--- src/hdl/pdm_pkg.sv ---
// package: register map, field layout and mode types of the power-down block
package pdm_pkg;
    // ------------------------------------------------------------
    // register map
    // ------------------------------------------------------------
    localparam logic [27:0] STANDBY_CONTROL_ADDR = 28'h5ffffbc;
    localparam logic [7:0] STANDBY_CONTROL_RST = 8'h1f;
    localparam int STANDBY_SELECT_BIT = 7;
    localparam int PORT_FLOAT_SELECT_BIT = 6;
    // bit 5 reads 0, bits 4..0 read 1
    localparam logic [5:0] RESERVED_READ = 6'h1f;
    // ------------------------------------------------------------
    // power-down modes
    // ------------------------------------------------------------
    typedef enum logic [1:0] {
        PDM_RUN,
        PDM_SLEEP,
        PDM_STANDBY
    } pdm_mode_type;
endpackage : pdm_pkg

--- src/hdl/pdm_wb_slave.sv ---
// wishbone classic slave holding the standby control register
`timescale 1ns/10ps
`default_nettype none
module pdm_wb_slave (
    input wire logic clk_sys,
    input wire logic sys_rst,
    input wire logic [27:0] wb_adr_i,
    input wire logic [7:0] wb_dat_i,
    input wire logic wb_we_i,
    input wire logic wb_sel_i,
    input wire logic wb_cyc_i,
    input wire logic wb_stb_i,
    input wire logic watchdog_run_enable,
    output logic [7:0] wb_dat_o,
    output logic wb_ack_o,
    output logic wb_err_o,
    output logic standby_select,
    output logic port_float_select
);
    // ------------------------------------------------------------
    // decode
    // ------------------------------------------------------------
    // request seen once per cycle; ack drops in the cycle after it
    wire req = wb_cyc_i && wb_stb_i && !wb_ack_o && !wb_err_o;
    wire hit = wb_adr_i == pdm_pkg::STANDBY_CONTROL_ADDR;
    // write lands on the edge where the master samples ack high
    wire wr_hit = wb_cyc_i && wb_stb_i && wb_ack_o && hit && wb_we_i
        && wb_sel_i;
    // watchdog running blocks setting either control bit
    wire sby_nxt = wb_dat_i[pdm_pkg::STANDBY_SELECT_BIT]
        && !watchdog_run_enable;
    wire hiz_nxt = wb_dat_i[pdm_pkg::PORT_FLOAT_SELECT_BIT]
        && !watchdog_run_enable;
    logic standby_select_r;
    logic port_float_select_r;
    assign standby_select = standby_select_r;
    assign port_float_select = port_float_select_r;
    // ------------------------------------------------------------
    // register and bus answer
    // ------------------------------------------------------------
    always_ff @(posedge clk_sys) begin
        if (sys_rst) begin
            standby_select_r <= pdm_pkg::STANDBY_CONTROL_RST[7];
            port_float_select_r <= pdm_pkg::STANDBY_CONTROL_RST[6];
            wb_ack_o <= 1'b0;
            wb_err_o <= 1'b0;
            wb_dat_o <= 8'h00;
        end else begin
            wb_ack_o <= req && hit;
            wb_err_o <= req && !hit; // unmapped address
            wb_dat_o <= {standby_select_r, port_float_select_r,
                pdm_pkg::RESERVED_READ};
            if (wr_hit) begin
                standby_select_r <= sby_nxt;
                port_float_select_r <= hiz_nxt;
            end
        end
    end
endmodule : pdm_wb_slave
`default_nettype wire

--- src/hdl/pdm_port_hold.sv ---
// i/o port output stage: holds or floats pins during standby
`timescale 1ns/10ps
`default_nettype none
module pdm_port_hold (
    input wire logic clk_sys,
    input wire logic sys_rst,
    input wire logic standby,
    input wire logic port_float_select,
    input wire logic [15:0] port_out,
    input wire logic [15:0] port_oe,
    output logic [15:0] pin_o,
    output logic [15:0] pin_oe
);
    logic [15:0] out_r;
    logic [15:0] oe_r;
    // ------------------------------------------------------------
    // freeze while in standby, track otherwise
    // ------------------------------------------------------------
    always_ff @(posedge clk_sys) begin
        if (sys_rst) begin
            out_r <= 16'h0000;
            oe_r <= 16'h0000;
        end else if (!standby) begin
            out_r <= port_out;
            oe_r <= port_oe;
        end
    end
    assign pin_o = out_r;
    // float all pins in standby when asked
    assign pin_oe = (standby && port_float_select) ? 16'h0000 : oe_r;
endmodule : pdm_port_hold
`default_nettype wire

--- src/hdl/pdm_ctrl.sv ---
// power-down mode controller: sleep and standby sequencing
//
// The Wishbone register port was decided locally.
`timescale 1ns/10ps
`default_nettype none
module pdm_ctrl (
    input wire logic clk_sys,
    input wire logic sys_rst,
    input wire logic [27:0] wb_adr_i,
    input wire logic [7:0] wb_dat_i,
    input wire logic wb_we_i,
    input wire logic wb_sel_i,
    input wire logic wb_cyc_i,
    input wire logic wb_stb_i,
    output logic [7:0] wb_dat_o,
    output logic wb_ack_o,
    output logic wb_err_o,
    input wire logic halt_exec,
    input wire logic irq_accept,
    input wire logic dma_addr_err,
    input wire logic nmi_edge,
    input wire logic watchdog_run_enable,
    output logic cpu_halt,
    output logic clock_stop,
    output logic periph_standby_init,
    output logic wake_sleep,
    output logic wake_standby,
    input wire logic [15:0] port_out,
    input wire logic [15:0] port_oe,
    output logic [15:0] pin_o,
    output logic [15:0] pin_oe
);
    logic standby_select;
    logic port_float_select;
    pdm_pkg::pdm_mode_type mode_r;
    pdm_pkg::pdm_mode_type mode_nxt;
    logic init_r;
    logic wake_sleep_r;
    logic wake_standby_r;
    // ------------------------------------------------------------
    // register slave
    // ------------------------------------------------------------
    pdm_wb_slave u_regs (
        .clk_sys(clk_sys),
        .sys_rst(sys_rst),
        .wb_adr_i(wb_adr_i),
        .wb_dat_i(wb_dat_i),
        .wb_we_i(wb_we_i),
        .wb_sel_i(wb_sel_i),
        .wb_cyc_i(wb_cyc_i),
        .wb_stb_i(wb_stb_i),
        .watchdog_run_enable(watchdog_run_enable),
        .wb_dat_o(wb_dat_o),
        .wb_ack_o(wb_ack_o),
        .wb_err_o(wb_err_o),
        .standby_select(standby_select),
        .port_float_select(port_float_select)
    );
    // ------------------------------------------------------------
    // mode transitions
    // ------------------------------------------------------------
    // halt only acts in run, so entry is from program execution only
    wire enter = (mode_r == pdm_pkg::PDM_RUN) && halt_exec;
    wire sleep_exit = irq_accept || dma_addr_err || nmi_edge;
    always_comb begin
        mode_nxt = mode_r;
        unique case (mode_r)
            pdm_pkg::PDM_RUN: begin
                if (enter && standby_select) begin
                    mode_nxt = pdm_pkg::PDM_STANDBY;
                end else if (enter) begin
                    mode_nxt = pdm_pkg::PDM_SLEEP;
                end
            end
            pdm_pkg::PDM_SLEEP: begin
                if (sleep_exit) begin
                    mode_nxt = pdm_pkg::PDM_RUN;
                end
            end
            pdm_pkg::PDM_STANDBY: begin
                if (nmi_edge) begin
                    mode_nxt = pdm_pkg::PDM_RUN;
                end
            end
            default: mode_nxt = pdm_pkg::PDM_RUN;
        endcase
    end
    // ------------------------------------------------------------
    // state and event pulses
    // ------------------------------------------------------------
    always_ff @(posedge clk_sys) begin
        if (sys_rst) begin
            mode_r <= pdm_pkg::PDM_RUN;
            init_r <= 1'b0;
            wake_sleep_r <= 1'b0;
            wake_standby_r <= 1'b0;
        end else begin
            mode_r <= mode_nxt;
            init_r <= enter && standby_select;
            wake_sleep_r <= (mode_r == pdm_pkg::PDM_SLEEP) && sleep_exit;
            wake_standby_r <= (mode_r == pdm_pkg::PDM_STANDBY) && nmi_edge;
        end
    end
    // ------------------------------------------------------------
    // outputs
    // ------------------------------------------------------------
    // cpu clock gated, register file untouched, ram not written
    assign cpu_halt = mode_r != pdm_pkg::PDM_RUN;
    assign clock_stop = mode_r == pdm_pkg::PDM_STANDBY;
    assign periph_standby_init = init_r;
    assign wake_sleep = wake_sleep_r;
    assign wake_standby = wake_standby_r;
    pdm_port_hold u_ports (
        .clk_sys(clk_sys),
        .sys_rst(sys_rst),
        .standby(clock_stop),
        .port_float_select(port_float_select),
        .port_out(port_out),
        .port_oe(port_oe),
        .pin_o(pin_o),
        .pin_oe(pin_oe)
    );
    // ------------------------------------------------------------
    // checks
    // ------------------------------------------------------------
    property p_sleep_entry;
        @(posedge clk_sys) disable iff (sys_rst)
        (mode_r == pdm_pkg::PDM_RUN && halt_exec && !standby_select)
            |=> cpu_halt && !clock_stop;
    endproperty
    a_sleep_entry: assert property (p_sleep_entry)
        else $error("sleep not entered");
    property p_standby_entry;
        @(posedge clk_sys) disable iff (sys_rst)
        (mode_r == pdm_pkg::PDM_RUN && halt_exec && standby_select)
            |=> clock_stop && cpu_halt && periph_standby_init;
    endproperty
    a_standby_entry: assert property (p_standby_entry)
        else $error("standby not entered");
    property p_no_spont_halt;
        @(posedge clk_sys) disable iff (sys_rst)
        (!cpu_halt && !halt_exec) |=> !cpu_halt;
    endproperty
    a_no_spont_halt: assert property (p_no_spont_halt)
        else $error("halt without instruction");
    property p_sleep_hold;
        @(posedge clk_sys) disable iff (sys_rst)
        (mode_r == pdm_pkg::PDM_SLEEP && !irq_accept && !dma_addr_err
            && !nmi_edge) |=> cpu_halt;
    endproperty
    a_sleep_hold: assert property (p_sleep_hold)
        else $error("sleep left without cause");
    property p_sleep_exit;
        @(posedge clk_sys) disable iff (sys_rst)
        (mode_r == pdm_pkg::PDM_SLEEP && irq_accept)
            |=> !cpu_halt && wake_sleep;
    endproperty
    a_sleep_exit: assert property (p_sleep_exit)
        else $error("sleep not left");
    property p_standby_exit;
        @(posedge clk_sys) disable iff (sys_rst)
        clock_stop && !nmi_edge |=> clock_stop;
    endproperty
    a_standby_exit: assert property (p_standby_exit)
        else $error("standby left without nmi");
    property p_float;
        @(posedge clk_sys) disable iff (sys_rst)
        clock_stop && port_float_select |-> pin_oe == 16'h0000;
    endproperty
    a_float: assert property (p_float)
        else $error("ports not floated");
    property p_hold;
        @(posedge clk_sys) disable iff (sys_rst)
        clock_stop && $past(clock_stop) |-> $stable(pin_o);
    endproperty
    a_hold: assert property (p_hold)
        else $error("port output moved in standby");
    property p_wdt_lock;
        @(posedge clk_sys) disable iff (sys_rst)
        (watchdog_run_enable && !standby_select) |=> !standby_select;
    endproperty
    a_wdt_lock: assert property (p_wdt_lock)
        else $error("standby select set while watchdog runs");
    property p_hiz_lock;
        @(posedge clk_sys) disable iff (sys_rst)
        (watchdog_run_enable && !port_float_select) |=> !port_float_select;
    endproperty
    a_hiz_lock: assert property (p_hiz_lock)
        else $error("port float set while watchdog runs");
    property p_reset_val;
        @(posedge clk_sys) $fell(sys_rst) |-> !standby_select
            && !port_float_select && !cpu_halt;
    endproperty
    a_reset_val: assert property (p_reset_val)
        else $error("bad reset value");
    property p_read_val;
        @(posedge clk_sys) disable iff (sys_rst)
        wb_ack_o |-> wb_dat_o[5:0] == 6'h1f;
    endproperty
    a_read_val: assert property (p_read_val)
        else $error("reserved bits read wrong");
endmodule : pdm_ctrl
`default_nettype wire

--- config.mk ---
export PLATFORM = sky130hd
export DESIGN_NAME = pdm_ctrl
export DESIGN_NICKNAME = d
export VERILOG_FILES = /design/src/hdl/pdm_pkg.sv /design/src/hdl/pdm_wb_slave.sv /design/src/hdl/pdm_port_hold.sv /design/src/hdl/pdm_ctrl.sv
export SDC_FILE = /design/constraint.sdc
export NUM_CORES = 1
export LEC_CHECK = 0
export ABC_AREA = 1
export ABC_CLOCK_PERIOD_IN_PS = 1500
export BUFFER_PORTS_ARGS = -buffer_cell sky130_fd_sc_hd__clkbuf_2
export CORE_MARGIN = 2
export CORE_UTILIZATION = 43
export DETAILED_ROUTE_END_ITERATION = 12
export PLACE_DENSITY_LB_ADDON = 0.2
export SYNTH_ARGS = -nofsm -noshare
export SYNTH_HDL_FRONTEND = slang
export SYNTH_HIERARCHICAL = 1
export SYNTH_SLANG_ARGS = --single-unit
--- constraint.sdc ---
create_clock -name clk_sys -period 1.5 [get_ports clk_sys]
set_clock_uncertainty 0.1 [all_clocks]
set_input_delay 0.15 -clock clk_sys [delete_from_list [all_inputs] [get_ports clk_sys]]
set_output_delay 0.15 -clock clk_sys [all_outputs]
set_load 0.02 [all_outputs]
**Yosys cells after proc, flatten, opt, wreduce, memory -nomap -nowiden**

Cells that the tools add are included.

- Bits in registers: 49
- Input port bits: 79
- Output and inout port bits: 47
- Logic and storage cells: 50

- Equal/unequal tests: 6
- Multiplexer cells: 7
- Reductions and logical operators: 25

Operator list:

| kind | count |
|---|---|
| $eq 28x27->1 const B | 1 |
| $logic_and 1x1->1 | 16 |
| $mux 16 | 1 |
| $mux 2 | 4 |
| $pmux 2 s3 | 1 |
| $mux 5 | 1 |
| $logic_not 1->1 | 4 |
| $ne 2x2->1 const B | 2 |
| $ne 3x2->1 const B | 1 |
| $reduce_and 3->1 | 1 |
| $eq 2x1->1 const B | 1 |
| $eq 2x2->1 const B | 1 |
| $logic_not 2->1 | 1 |
| $logic_or 1x1->1 | 2 |
| $reduce_bool 2->1 | 1 |

**Logic depth before layout (Yosys ltp)**

- Word-level depth: 5
- Depth in mapped cells: 9
- Depth with buffers taken out: 9

**By module**

The synthesis kept the hierarchy.

Modules (own cells, without submodules):

| module | instances | cells an instance | area each (um^2) | seq. area each (um^2) |
|---|---|---|---|---|
| pdm_port_hold | 1 | 222 | 1413.9 | 640.6 |
| pdm_wb_slave | 1 | 68 | 414.1 | 140.1 |
| pdm_ctrl | 1 | 29 | 211.5 | 100.1 |

**Least setup slack after synthesis**

Ideal clock, no wire load.

- Kind: reg-to-output
- From: reg mode_r[1]
- To: out pin_oe[10]
- Arrival time: 1169 ps
- Required time: 1250 ps
- Slack: 81 ps
- Stages on the path, launching flop included: 7
- Path buffers: 1
- Cell sequence: dfxtp_1 -> inv_2 -> nor2_2 -> nand2_1 -> inv_1 -> buf_4 -> nor2_1

- Word-level cells in the longest chain between the ends: 3

RTL lines:

| what | RTL line | text |
|---|---|---|
| start, declared | pdm_ctrl.sv:35 | `pdm_pkg::pdm_mode_type mode_r;` |
| start signal, assigned | pdm_ctrl.sv:93 | `mode_r <= pdm_pkg::PDM_RUN;` |
| start signal, assigned | pdm_ctrl.sv:98 | `mode_r <= mode_nxt;` |
| $eq 2x2->1 | pdm_ctrl.sv:109 | `assign clock_stop = mode_r == pdm_pkg::PDM_STANDBY;` |
| net clock_stop | pdm_ctrl.sv:24 | `output logic clock_stop,` |
| $logic_and 1x1->1 | pdm_port_hold.sv:30 | `assign pin_oe = (standby && port_float_select) ? 16'h0000 : oe_r;` |
| $mux 16 | pdm_port_hold.sv:30 |  |
| end, declared | pdm_ctrl.sv:31 | `output logic [15:0] pin_oe` |

The timed path passes the listed nets, and every way through them passes these cells.

**Worst setup path in the final report**

- From: reg mode_r[1]
- To: out pin_oe[6]

- Word-level cells in the longest chain between the ends: 3

RTL lines:

| what | RTL line |
|---|---|
| $eq 2x2->1 | pdm_ctrl.sv:109 |
| $logic_and 1x1->1 | pdm_port_hold.sv:30 |
| $mux 16 | pdm_port_hold.sv:30 |

No other way between the ends.

==> flow_summary_export.csv <==
group,metric,value,unit
run_status,status,"finished, violations left",
run_status,violations,"setup timing",
floorplan,chipHeight,72.9,um
synthesis,ys_seq_elements,44,
placed_design,gp_congestion,0.726,
grt,grt_overflow,0,
clocking,cts_tree,"built",
layout,final_common_cell,"clkbuf_2",
sta,whs,22.3,ps
sta,period_minus_slack,1580,ps
synthesis,synth.distinct_cells,18,
setup_path,cp-start-kind,"register",
floorplan,design.core.area,4660,sq um
setup_path,crit_fanout,16,
sta,report.final.slew_viol_count,0,
sta,rsz0062_at_grt,"yes",
grt,antenna_found_initial,0,
layout,area_delta_synth_final,53.3,%
floorplan,start_util,43.8,%
placed_design,dp_slack,16.7,ps
layout,drive_above_1_share,31.8,%
synthesis,seq_area_frac_synth,43.2,%
sta,post-route-period-util,105,%
clocking,cts-htree-levels,2,
run,drv_cap,0,
floorplan,die_area,5310,sq um
clocking,clkSinkCount,44,
clocking,path_clk_slew,70,ps
grt,grt_max_degree,34,
synthesis,ys.warnings.count,6,
setup_path,setup.worst_path.end_class,"output port",
detailed_routing,viasPerCell,4.30,
synthesis,netlist_instances,319,
layout,fin_nets,545,
sta,worst_slack,-77.4,ps
synthesis,syn_area,2040,sq um
setup_path,path_class,"register to output port",
clocking,clockRootBuffer,"clkbuf_8",
setup_path,cp_cell_sequence,"inv_2 > nor2_4 > nand2_2 > clkinvlp_4 > buf_12 > nor2_1 > buf_4",
grt,grt_use_total,19.9,%
synthesis,synth_area_per_cell,6.39,sq um
detailed_routing,dr_total_vias,2237,
sta,hold_violations,0,
layout,final_cell_mix,"clkbuf_2 (101), nor2_1 (95), nand2_1 (92), inv_1 (48), dfxtp_1 (42)",
synthesis,synthTopCellsByArea,"dfxtp_1 (43%), nor2_1 (18%), nand2_1 (17%)",
placed_design,io_buffer_count,118,
sta,max_freq,634,MHz
clocking,clock_latency,280,ps
grt,grt_pass1_vias,2003,
setup_path,critPathArrivalTime,1330,ps
sta,finalSetupViolations,16,
pwr,p_leak,1.70,nW
layout,antenna_cells,0,
detailed_routing,routedWlPerCell,9.64,um
placed_design,dp_hpwl,3.16,mm
setup_path,required,1250,ps
grt,grt_pass1_wl,8.36,mm
detailed_routing,drc,0,
detailed_routing,first_pass_iters,4,
floorplan,die_x,72.9,um
floorplan,ioPinCount,126,
pwr,power_density,760,nW/um^2
setup_path,cp_slowest_cell,"dfxtp_2",
detailed_routing,ant_nets,0,
min_path,worstHoldPathType,"input port to register",
detailed_routing,drtIter0Drc,107,
pwr,total_power,0.00238,W
floorplan,row_count,25,
sta,tns,-930,ps
synthesis,synth.net_count,398,
setup_path,crit_path_max_incr_delay,330,ps
synthesis,synth_top_cell_area_share,43.2,%
synthesis,synth_area_leader_cell,"dfxtp_1",
clocking,cts-buffers-inserted,5,
pwr,ir_worst_vdd,0.000466,V
detailed_routing,routed_wl,5.02,mm
clocking,cts_buffer_depth,2,
[through the flow]
step / area, sq um / cells / utilization, %
after global routing: 3130 / 520 / 67.1
after CTS: 3080 / 519 / 66.1
after detailed placement: 2600 / 478 / 55.8
after floorplan: 2040 / 319 / -
after global placement: 2600 / 478 / 55.8
final: 3130 / 520 / 67.1
[critical path, delay by kind of cell, from the launching register on]
family                 cells  cell delay, ps
buffers and inverters      4             480
and+or+nand+nor            3             230
DFF                        1             330
[area by class of cell]
class	count	area (sq um)
Tap cell	54	67.6
Sequential cell	44	883
Timing Repair Buffer	156	1060
Multi-Input combinational cell	209	850
Clock buffer	6	72.6
Clock inverter	1	5.00
Fill cell	442	1530
Inverter	50	191
[cell usage after synthesis]
| library cell | n |
|---|---|
| dfxtp_1 | 44 |
| conb_1 | 1 |
| buf_2 | 3 |
| nand4_1 | 2 |
| nor4_1 | 1 |
| nand3_1 | 4 |
| nor2_1 | 99 |
| nor2_2 | 4 |
| nand2_2 | 1 |
| a21oi_2 | 1 |
| buf_4 | 6 |
| buf_6 | 7 |
| or4_4 | 1 |
| inv_1 | 49 |
| nand3_2 | 1 |
| nand2_1 | 93 |
| nor3b_1 | 1 |
| inv_2 | 1 |
[cells by family after synthesis]
| group | after synthesis | share of synthesized area (%) |
|---|---|---|
| flops | 44 | 43.2 |
| buf+inv | 66 | 16.0 |
| simple gates | 207 | 40.2 |
| compound gates | 1 | 0.430 |
| other cells | 1 | 0.184 |
[sequential cells by signal, summed over array words and instances (netlist names), 2 cells and up]
name and cells:
u_ports/oe_r 16, u_ports/pin_o 16, u_regs/wb_dat_o 3, mode_r 2
[report_power, final]
group | leakage (nW) | internal (W) | total (W) | switching [W]
Combinational | 1.29 | 0.000229 | 0.000458 | 0.000229
Clock | 0.0410 | 0.000317 | 0.000674 | 0.000357
Sequential | 0.365 | 0.00122 | 0.00124 | 0.0000236
Total | 1.70 | 0.00177 | 0.00238 | 0.000610
[metal layers]
metal  routed length [um]  vias up  track usage, %
met5                    0        -               0
met4                   27        0            5.76
met3                  282        2            5.11
met2                 2580       68            35.4
met1                 2130      967            23.5
li1                     -     1200               -
[final timing paths]
path	start	slack (ps)	depth (start not counted)	endpoint
setup / recovery	mode_r[1]	-80	7	pin_oe[6]
hold reg to reg	u_regs/port_float_select	370	2	u_regs/wb_dat_o[6]
setup reg to reg	mode_r[1]	180	8	u_ports/pin_o[12]
hold / removal	port_oe[3]	20	3	u_ports/oe_r[3]
[what timing repair did]
item | CTS | global route
cloned | 1 | 0
endpoints found under the hold margin | 31 | 0
setup endpoints to repair | 17 | 17
pin swaps | 1 | 1
hold buffers | 31 | 0
gates resized for setup | 11 | 32
setup buffers | 2 | 1
Note: power is estimated with default switching activity, not from simulation.
